### src/qfl_pkg.sv
// Shared constants and types for the queue flag status logic
package qfl_pkg;

  // ----------------------------------------------------------------
  // Geometry
  // ----------------------------------------------------------------
  localparam int NUM_QUEUES = 4;
  localparam int QSEL_W     = 2;
  localparam int DEVID_W    = 3;
  localparam int CNT_W      = 15;

  // ----------------------------------------------------------------
  // Reset and preset values
  // ----------------------------------------------------------------
  localparam logic [CNT_W-1:0] DEF_DEPTH     = 15'h1000;
  localparam logic [CNT_W-1:0] PRESET_SMALL  = 15'h0008;
  localparam logic [CNT_W-1:0] PRESET_LARGE  = 15'h0080;
  localparam logic [CNT_W-1:0] RST_OFFSET    = PRESET_SMALL;

  // ----------------------------------------------------------------
  // Timing
  // ----------------------------------------------------------------
  localparam int CLK_PERIOD_NS  = 25;
  localparam int FLAG_PIPE_CYC  = 2;
  localparam int SEL_TO_FLAG_CYC = 2;

  // ----------------------------------------------------------------
  // Carriers
  // ----------------------------------------------------------------
  typedef struct packed {
    logic [DEVID_W-1:0] devId;
    logic [QSEL_W-1:0]  queue;
  } qfl_qaddr_t;

  typedef struct packed {
    logic [QSEL_W-1:0] queue;
    logic [CNT_W-1:0]  depth;
    logic [CNT_W-1:0]  afOffset;
  } qfl_prog_t;

endpackage

### src/qfl_queue_track.sv
// Per-queue fill level and almost-full tracking
`timescale 1ns/1ps

module qfl_queue_track #(
  parameter int CNT_W = 15
) (
  input  wire logic             sys_clk,
  input  wire logic             resetn,
  input  wire logic             wrInc,
  input  wire logic             rdDec,
  input  wire logic [CNT_W-1:0] depth,
  input  wire logic [CNT_W-1:0] afOffset,
  output logic                  empty,
  output logic                  almostFullN
);

  logic [CNT_W-1:0] level_ff;
  logic [CNT_W-1:0] nxt_level;
  logic             doInc;
  logic             doDec;

  // Refuse overflow and underflow instead of wrapping
  assign doInc = wrInc && (level_ff < depth);
  assign doDec = rdDec && (level_ff != '0);

  always_comb begin
    nxt_level = level_ff;
    if (doInc && !doDec) begin
      nxt_level = level_ff + 1'b1;
    end else if (doDec && !doInc) begin
      nxt_level = level_ff - 1'b1;
    end
  end

  // Reads update the level even when not the active write queue
  always_ff @(posedge sys_clk or negedge resetn) begin
    if (!resetn) begin
      level_ff <= '0;
    end else begin
      level_ff <= nxt_level;
    end
  end

  assign empty       = (level_ff == '0);
  assign almostFullN = !(level_ff >= (depth - afOffset));

endmodule

### src/qfl_flag_status.sv
// Active-queue output-valid and almost-full flag logic
// Operation
// Output-valid pin floats when no own queue read
// Top 3 read address bits match strap drive
// Keep driving across switches within this device
// Controller wires flags, reads one device only
// Per-queue almost-full, output shows write queue
// Per-queue offset programmable zero to depth
// Default programming picks 8 or 128 offset
// New write queue status on second edge
// Almost-full low two cycles after crossing write
// Read release after skew plus one cycle
// Almost-full changes only on clock rising edge
// Non-active queues update on reads too
// Per-queue almost-full copy on four-bit bus
// Output-valid low while output word valid
// New read queue status two cycles later
// Drive decision from address taken on enable
// Almost-full low at depth minus offset words
`timescale 1ns/1ps

module qfl_flag_status #(
  parameter int NUM_QUEUES = qfl_pkg::NUM_QUEUES,
  parameter int CNT_W      = qfl_pkg::CNT_W
) (
  input  wire logic                  sys_clk,
  input  wire logic                  resetn,
  input  wire logic                  dev_strap_bit0,
  input  wire logic                  dev_strap_bit1,
  input  wire logic                  dev_strap_bit2,
  input  wire qfl_pkg::qfl_qaddr_t   wr_queue_sel,
  input  wire logic                  wr_sel_en,
  input  wire logic                  wrEn,
  input  wire qfl_pkg::qfl_qaddr_t   rd_queue_sel,
  input  wire logic                  rd_sel_en,
  input  wire logic                  rdEn,
  input  wire logic                  progLoad,
  input  wire qfl_pkg::qfl_prog_t    progData,
  input  wire logic                  defaultLoad,
  input  wire logic                  defaultLarge,
  output logic                       out_valid_n,
  output logic                       outValidOe,
  output logic                       almost_full_n,
  output logic [NUM_QUEUES-1:0]      almost_full_bus_n
);

  // ----------------------------------------------------------------
  // Strap synchronisers
  // ----------------------------------------------------------------
  logic [2:0] strapMeta_ff;
  logic [2:0] strapSync_ff;

  always_ff @(posedge sys_clk or negedge resetn) begin
    if (!resetn) begin
      strapMeta_ff <= 3'h0;
      strapSync_ff <= 3'h0;
    end else begin
      strapMeta_ff <= {dev_strap_bit2, dev_strap_bit1, dev_strap_bit0};
      strapSync_ff <= strapMeta_ff;
    end
  end

  // ----------------------------------------------------------------
  // Queue selection registers
  // ----------------------------------------------------------------
  logic [1:0] wrQueue_ff;
  logic       wrOwn_ff;
  logic [1:0] rdQueue_ff;
  logic       rdOwn_ff;
  logic       wrMatch;
  logic       rdMatch;

  assign wrMatch = (wr_queue_sel.devId == strapSync_ff);
  assign rdMatch = (rd_queue_sel.devId == strapSync_ff);

  always_ff @(posedge sys_clk or negedge resetn) begin
    if (!resetn) begin
      wrQueue_ff <= 2'h0;
      wrOwn_ff   <= 1'b0;
    end else if (wr_sel_en) begin
      wrQueue_ff <= wr_queue_sel.queue;
      wrOwn_ff   <= wrMatch;
    end
  end

  always_ff @(posedge sys_clk or negedge resetn) begin
    if (!resetn) begin
      rdQueue_ff <= 2'h0;
      rdOwn_ff   <= 1'b0;
    end else if (rd_sel_en) begin
      rdQueue_ff <= rd_queue_sel.queue;
      rdOwn_ff   <= rdMatch;
    end
  end

  // ----------------------------------------------------------------
  // Per-queue programming
  // ----------------------------------------------------------------
  logic [CNT_W-1:0] depth_ff  [NUM_QUEUES];
  logic [CNT_W-1:0] offset_ff [NUM_QUEUES];
  logic [CNT_W-1:0] presetOff;
  logic [CNT_W-1:0] progOff;

  assign presetOff = defaultLarge ? qfl_pkg::PRESET_LARGE
                                  : qfl_pkg::PRESET_SMALL;
  // An offset past the depth is clamped to the depth
  assign progOff = (progData.afOffset > progData.depth) ? progData.depth
                                                        : progData.afOffset;

  always_ff @(posedge sys_clk or negedge resetn) begin
    if (!resetn) begin
      for (int i = 0; i < NUM_QUEUES; i++) begin
        depth_ff[i]  <= qfl_pkg::DEF_DEPTH;
        offset_ff[i] <= qfl_pkg::RST_OFFSET;
      end
    end else if (defaultLoad) begin
      for (int i = 0; i < NUM_QUEUES; i++) begin
        depth_ff[i]  <= qfl_pkg::DEF_DEPTH;
        offset_ff[i] <= presetOff;
      end
    end else if (progLoad) begin
      depth_ff[progData.queue]  <= progData.depth;
      offset_ff[progData.queue] <= progOff;
    end
  end

  // ----------------------------------------------------------------
  // Queue trackers
  // ----------------------------------------------------------------
  logic [NUM_QUEUES-1:0] qEmpty;
  logic [NUM_QUEUES-1:0] qAfN;

  // Writes and reads only touch this device's queues
  for (genvar g = 0; g < NUM_QUEUES; g++) begin : g_q
    qfl_queue_track #(
      .CNT_W(CNT_W)
    ) u_track (
      .sys_clk    (sys_clk),
      .resetn     (resetn),
      .wrInc      (wrEn && wrOwn_ff && (wrQueue_ff == g)),
      .rdDec      (rdEn && rdOwn_ff && (rdQueue_ff == g)),
      .depth      (depth_ff[g]),
      .afOffset   (offset_ff[g]),
      .empty      (qEmpty[g]),
      .almostFullN(qAfN[g])
    );
  end

  // ----------------------------------------------------------------
  // Almost-full flag, two register stages
  // ----------------------------------------------------------------
  logic                  afStage_ff;
  logic                  afOut_ff;
  logic [NUM_QUEUES-1:0] afBusStage_ff;
  logic [NUM_QUEUES-1:0] afBusOut_ff;

  always_ff @(posedge sys_clk or negedge resetn) begin
    if (!resetn) begin
      afStage_ff <= 1'b1;
      afOut_ff   <= 1'b1;
    end else begin
      afStage_ff <= qAfN[wrQueue_ff];
      afOut_ff   <= afStage_ff;
    end
  end

  always_ff @(posedge sys_clk or negedge resetn) begin
    if (!resetn) begin
      afBusStage_ff <= '1;
      afBusOut_ff   <= '1;
    end else begin
      afBusStage_ff <= qAfN;
      afBusOut_ff   <= afBusStage_ff;
    end
  end

  assign almost_full_n     = afOut_ff;
  assign almost_full_bus_n = afBusOut_ff;

  // ----------------------------------------------------------------
  // Output-valid flag and its drive enable
  // ----------------------------------------------------------------
  logic ovStage_ff;
  logic ovOut_ff;
  logic oeStage_ff;
  logic oeOut_ff;

  // Status follows the data path: previous queue for one more cycle
  always_ff @(posedge sys_clk or negedge resetn) begin
    if (!resetn) begin
      ovStage_ff <= 1'b1;
      ovOut_ff   <= 1'b1;
    end else begin
      ovStage_ff <= qEmpty[rdQueue_ff];
      ovOut_ff   <= ovStage_ff;
    end
  end

  // Drive tracks the own-device decision, aligned with the flag
  always_ff @(posedge sys_clk or negedge resetn) begin
    if (!resetn) begin
      oeStage_ff <= 1'b0;
      oeOut_ff   <= 1'b0;
    end else begin
      oeStage_ff <= rdOwn_ff;
      oeOut_ff   <= oeStage_ff;
    end
  end

  assign out_valid_n = ovOut_ff;
  assign outValidOe  = oeOut_ff;
endmodule

### config.mk
export PLATFORM = sky130hd
export DESIGN_NAME = qfl_flag_status
export DESIGN_NICKNAME = d
export VERILOG_FILES = /design/src/qfl_pkg.sv /design/src/qfl_queue_track.sv /design/src/qfl_flag_status.sv
export SDC_FILE = /design/constraint.sdc
export NUM_CORES = 1
export LEC_CHECK = 0
export BUFFER_PORTS_ARGS = -buffer_cell sky130_fd_sc_hd__clkbuf_2
export CAP_MARGIN = 20
export CORE_MARGIN = 5
export CORE_UTILIZATION = 58
export DETAILED_ROUTE_END_ITERATION = 10
export HOLD_SLACK_MARGIN = 0.03
export PLACE_DENSITY = 0.78
export RECOVER_POWER = 50
export SYNTH_ARGS = -nofsm -noshare
export SYNTH_HDL_FRONTEND = slang
export SYNTH_SLANG_ARGS = --single-unit
### constraint.sdc
create_clock -name sys_clk -period 4.3 [get_ports sys_clk]
set_input_delay 0.645 -clock sys_clk [delete_from_list [all_inputs] [get_ports sys_clk]]
set_output_delay 0.645 -clock sys_clk [all_outputs]
set_load 0.03 [all_outputs]
* Word level (Yosys, flattened, before mapping) *
Index checks and enable logic that the tools add are counted.

storage, ports and cells
  bits of input ports = 54
  bits in latches = 0
  flip-flop bits (word level) = 206
  memory bits (writable) = 0
  memories = 0
  bits in read-only memories = 0
  output and inout port bits = 7
  logic and storage cells = 136

operators by class
  $mul = 0
  magnitude comparators = 13
  equal/unequal tests = 8
  divide/modulo/power cells = 0
  reductions and logical operators = 54
  add/subtract/negate cells = 12
  shift operators = 0
  bitwise gates (word level) = 1
  mux-type cells = 22

operators by type and width
  operator                                                     number
  2-to-1 mux 60 bit                                            4
  2-to-1 mux 15 bit                                            10
  bitwise mux 60 bit                                           2
  adder 15 x 1 -> 15 bit (second input constant)               4
  >= comparator 15 bit                                         4
  zero test 15 bit                                             4
  less-than comparator 15 bit                                  4
  nonzero test 15 bit                                          4
  subtractor 15 x 1 -> 15 bit (second input constant)          4
  subtractor 15 bit                                            4
  demux 15 bit (select 2 bit)                                  1
  logical AND 1 bit                                            27
  > comparator 15 bit                                          1
  zero test 1 bit                                              12
  nonzero test 2 bit                                           5
  equality test 2 bit (second input constant)                  4
  2-to-1 mux 8 bit                                             1
  equality test 3 bit                                          2
  less-than comparator 2 x 3 -> 1 bit (second input constant)  2
  binary-select mux 1 bit (select 2 bit)                       2
  equality test 2 x 1 -> 1 bit (second input constant)         2
  zero test 2 bit                                              2
  >= comparator 3 bit (second input constant)                  1
  less-than comparator 3 x 1 -> 1 bit (second input constant)  1
  other kinds (2)                                              3

* Depth between registers and ports, before layout *
  word-level depth = 8
  depth in mapped cells = 18
  gate-level depth less buffers = 17

* Modules after synthesis *
Synthesis repeated with hierarchy kept, for this count alone.

unflattened totals
  cell total of the unflattened synthesis = 1945
  area, all modules = 17160.2 um^2

by module, submodules not included
  module                             seq. area each (um^2)  cells an instance  instances  area each (um^2)
  qfl_flag_status                    3678.5                 578                1          6371.1
  qfl_queue_track at g_q[3].u_track  375.4                  348                1          2731.4
  qfl_queue_track at g_q[1].u_track  375.4                  344                1          2721.4
  qfl_queue_track at g_q[0].u_track  375.4                  336                1          2671.3
  qfl_queue_track at g_q[2].u_track  375.4                  339                1          2665.1

* Least setup slack after synthesis *
Ideal clock, no wire load.

  path kind = register -> register
  from = register g_q[1].u_track.level_ff[8]
  to = register g_q[1].u_track.level_ff[12]
  data required time = 4.169 ns
  path buffers = 0
  slack = 0.339 ns
  arrival time = 3.829 ns
  stages on the path, launching flop included = 17
  library setup time = 0.131 ns
  clock period less this slack = 3.961 ns
  cells stage by stage = dfrtp_1 > ha_1 > a21o_1 > a21o_1 > a2111oi_0 > o21ai_0 > o21ai_0 > o21a_1 > ha_1 > inv_1 > ha_1 > a21o_1 > or3_1 > o221a_2 > o211ai_2 > a2111oi_0 > or3b_1

between the ends
  longest elaborated chain between the ends = 5
  elaborated cells on any way between the ends = 13
  those cells by class = add/sub: 2; order compare: 1; mux: 2; reduce/logical: 8

RTL lines
  what                                                                             RTL line                                      RTL
  start: declaration                                                               qfl_queue_track.sv:17                         logic [CNT_W-1:0] level_ff;
  start signal: assignment                                                         qfl_queue_track.sv:40                         level_ff <= nxt_level;
  less-than comparator 15 bit / nonzero test 15 bit (equally long branches)        qfl_queue_track.sv:23, qfl_queue_track.sv:24
  logical AND 1 bit (on tied branches)                                             qfl_queue_track.sv:23, qfl_queue_track.sv:24
  zero test 1 bit (on tied branches)                                               qfl_queue_track.sv:30, qfl_queue_track.sv:28
  logical AND 1 bit (on tied branches)                                             qfl_queue_track.sv:30, qfl_queue_track.sv:28
  nonzero test 2 bit (no source line) / 2-to-1 mux 15 bit (equally long branches)  -

Parallel ways exist; a longest one is shown, timed or not. The select of a mux whose other input is x is not followed.
A chain may end at the register's enable or synchronous reset.

* Worst setup path after layout *
  from = register depth_ff[12] (netlist bit)
  to = register g_q[3].u_track.level_ff[13]

between the ends
  longest elaborated chain between the ends = 5
  elaborated cells on any way between the ends = 7
  those cells by class = order compare: 1; mux: 1; reduce/logical: 5

RTL lines
  what                                 RTL line                RTL
  start: declaration                   qfl_flag_status.sv:99   logic [CNT_W-1:0] depth_ff [NUM_QUEUES];
  start signal: indexed assignment     qfl_flag_status.sv:113  depth_ff[i] <= qfl_pkg::DEF_DEPTH;
  start signal: indexed assignment     qfl_flag_status.sv:118  depth_ff[i] <= qfl_pkg::DEF_DEPTH;
  start signal: indexed assignment     qfl_flag_status.sv:122  depth_ff[progData.queue] <= progData.depth;
  less-than comparator 15 bit (*)      qfl_queue_track.sv:23   assign doInc = wrInc && (level_ff < depth);
  logical AND 1 bit (*)                qfl_queue_track.sv:23
  zero test 1 bit                      qfl_queue_track.sv:30   end else if (doDec && !doInc) begin
  logical AND 1 bit                    qfl_queue_track.sv:30
  nonzero test 2 bit (no source line)  -
  end signal: assignment               qfl_queue_track.sv:40
  end: declaration                     qfl_queue_track.sv:17

Every way passes the cells marked *; elsewhere a longest branch is shown, timed or not.

==> reports/metrics.csv <==
stage,metric,value,unit
power_and_ir_drop,ir_worst_vdd,0.467,mV
min_path,min-delay-start,dev_strap_bit1,
yosys,yosysSeqAreaShare,0.315,
routing,avgViaCountPerCell,5.99,
clock_network,clk_path_buf_depth,3,
final_layout,mostFrequentLayoutCell,ha_1,
min_path,hold_path_class,input port to flip-flop,
yosys,synth_edf_count,0,
yosys,synth-async-reset-ratio,1.00,
power_and_ir_drop,cellPowerDensity,569,mW/mm2
floorplan,num_rows,61,
final_layout,n_antenna_cell,0,
clock_network,cts_buffers,24,
timing,finalClockSkew,0.00849,ns
yosys,synth_area_leaders,"dfrtp_1 28%, ha_1 19%, nand2_1 4.9%",
clock_network,root_buffer,clkbuf_16,
final_layout,final_cell_mix,"249 x ha_1, 213 x nand2_1, 186 x dfrtp_1, 171 x inv_1, 141 x a21oi_1",
yosys,synth.distinct_cells,75,
clock_network,cts_sinks,206,
setup_path,crit_path_end_kind,flip-flop,
timing,setup_viol,0,
routing,drtPass1Iterations,5,
setup_path,critPathLaunch,depth_ff[12]$_DFFE_PN1P_,
routing,top_layer,met5,
global_routing,grt_pass1_vias,13800,
placement,portBuffers,60,
setup_path,crit_fanout,6,
timing,maxSlewViolCount,101,
floorplan,ios,61,
setup_path,crit_path_cell_trace,inv_1 > ha_1 > and4_1 > a2111oi_2 > nand2_1 > a31oi_1 > ha_2 > clkinvlp_4 > buf_4 > ha_1 > or4_1 > o221ai_4 > a41oi_1 > xor2_1 > mux2_2,
clock_network,path_clk_slew,0.06,ns
clock_network,insertion_delay,0.53,ns
timing,worstMarginPinSlew,2.61,ns
routing,routed_wl,42.6,mm
routing,ant_nets,0,
yosys,synth_nets,2193,
routing,dr_wl_met2,19.2,mm
global_routing,grt_max_degree,101,
floorplan,die_height,179,um
floorplan,dieWidth,179,um
routing,vias,14100,
routing,m1WireLength,18.8,mm
global_routing,grt_pass1_wl,68.5,mm
setup_path,crit_top_cell,ha_1,
power_and_ir_drop,p_leak,8.44,nW
floorplan,dieArea,0.0319,mm2
setup_path,rr_endpoint,g_q[3].u_track.level_ff[13]$_DFFE_PN0P_,
global_routing,antenna_found_initial,3,
global_routing,grt.overflow.total,0,
setup_path,rr_worst_depth,15,
yosys,yosysWarnings,0,
yosys,syn_avg_cell_area,8.76,um2
setup_path,cpPeakStageDelay,0.60,ns
flow_run,maxCapViolCount,1,
final_layout,post-route-util,0.653,
setup_path,worst-setup-path-type,flip-flop to flip-flop,
final_layout,post_route_cells_drive_above_1_share,0.102,
placement,hpwlAfterDp,32.2,mm
floorplan,core,0.0279,mm2
global_routing,track_usage,0.266,
timing,rsz0062_at_grt,false,
routing,wl_per_cell,18.1,um
yosys,yosys.area.top_type,dfrtp_1,
setup_path,critical_path_arrival,4.49,ns
yosys,synth_flop_cell,dfrtp_1,
routing,drt_iter0_markers,1003,
setup_path,r2r_setup_slack,0.22,ns
setup_path,worstSetupStartpointType,flip-flop,
timing,hold_viol_final,0,
timing,post-route-period-util,0.949,
routing,drc,0,
routing,route.met3.wl,3.34,mm
clock_network,cts_tree,done,
yosys,syn-cell-area,0.0165,mm2
floorplan,initial_core_util,0.590,
final_layout,fin_nets,2271,
status,outcome,"finished, violations left",
timing,fmaxAchievable,245,MHz
clock_network,cts.hold.buffers_added,0,
timing,timing.setup.tns,0,ns
timing,slew_headroom,-0.740,
yosys,yosys.area.top_type_share,0.283,
yosys,synth-seq-cells,206,
setup_path,crit_end,g_q[3].u_track.level_ff[13]$_DFFE_PN0P_,
setup_path,slowest_stage,or4_1,
setup_path,reg2reg_from,depth_ff[12]$_DFFE_PN1P_,
status,violations,"capacitance limit, slew limit",
placement,place_congestion,0.941,
clock_network,h-tree-depth,1,
setup_path,required,4.71,ns
final_layout,area_delta_synth_final,10.8,%
timing,post-route-min-period,4.08,ns
yosys,synth_cells,1880,
==> area by class of cell <==
type | instances | area (um2)
multi-input cells | 1448 | 10500
fillers | 2379 | 9690
flip-flops and latches | 206 | 5180
clock buffers | 37 | 711
inverters | 173 | 653
repair buffers | 105 | 633
well taps | 378 | 473
clock inverters | 6 | 91.3
==> flip-flops by register name, summed over array words and instances, names as in the netlist, 2 cells and up <==
register	count
wrQueue_ff	2
strapSync_ff	3
almost_full_bus_n	4
rdQueue_ff	2
afBusStage_ff	4
g_q.u_track.level_ff	60
offset_ff	60
depth_ff	60
strapMeta_ff	3
==> repair_timing <==
action | CTS | global route
buffers inserted | 0 | 4
setup endpoints to repair | 0 | 12
gates resized for setup | 0 | 14
==> worst max-delay path: cells and delay by family, from the launching register on <==
kind | cells | cell delay (ns)
buffers and inverters | 3 | 0.33
adders and majority gates | 3 | 0.79
DFF | 1 | 0.53
AOI/OAI and AO/OA | 4 | 0.98
muxes | 1 | 0.26
and+or+nand+nor | 3 | 0.92
xor gates and xnor gates | 1 | 0.16
==> cells in the mapped netlist (29+ instances only) <==
| cell | count |
|---|---|
| dfrtp_1 | 186 |
| o21a_1 | 37 |
| a211oi_1 | 55 |
| xor2_1 | 53 |
| clkbuf_1 | 50 |
| a21oi_1 | 142 |
| inv_1 | 173 |
| o21ai_0 | 124 |
| ha_1 | 251 |
| a21o_1 | 44 |
| nand2b_1 | 29 |
| nand2_1 | 213 |
| nor2_1 | 119 |
| xnor2_1 | 42 |
==> report_power, final <==
group	switching [W]	leakage [nW]	internal, W
clock network	0.000847	0.380	0.00126
registers	0.000529	2.66	0.00234
logic	0.00295	5.40	0.00247
==> metrics by stage <==
stage	setup WS (ns)	instance area (um2)	cells	total power [W]	hold slack, ns
detailed placement	0.120	17400	2306	0.00815	0.336
global placement	0.276	17400	2306	0.00794	0.333
global route	0.00413	18200	2353	0.0113	0.214
floorplan	0.339	16500	1880	0.00674	0.331
CTS	0.107	18200	2349	0.0103	0.218
finish	0.220	18200	2353	0.0104	0.225
==> layer usage <==
layer | up-vias | global-route usage
li1 | 6921 | -
met1 | 6698 | 0.361
met2 | 390 | 0.428
met3 | 88 | 0.0646
met4 | 6 | 0.0726
met5 | - | 0
==> worst min-delay path by stage <==
stage / slack (ns) / to / cells past startpoint
floorplan: 0.33 / outValidOe$_DFF_PN0_ / 0
global placement: 0.33 / outValidOe$_DFF_PN0_ / 0
detailed placement: 0.34 / strapSync_ff[2]$_DFF_PN0_ / 0
global route: 0.21 / strapMeta_ff[1]$_DFF_PN0_ / 1
finish: 0.23 / strapMeta_ff[1]$_DFF_PN0_ / 1
CTS: 0.22 / strapMeta_ff[1]$_DFF_PN0_ / 1
==> cells by family (layout without fill, tap and decap cells) <==
| kind of cell | after synthesis | count (layout) | share of synthesized area |
|---|---|---|---|
| adder cells (fa/ha/maj) | 259 | 259 | 0.200 |
| buffers and inverters | 226 | 321 | 0.0520 |
| flip-flops | 206 | 206 | 0.315 |
| AND/OR/NAND/NOR | 528 | 528 | 0.150 |
| AO/OA/AOI/OAI | 534 | 534 | 0.210 |
| XOR/XNOR | 95 | 95 | 0.0505 |
| multiplexers | 32 | 32 | 0.0217 |
No activity file was read; power rests on OpenSTA's default activity.
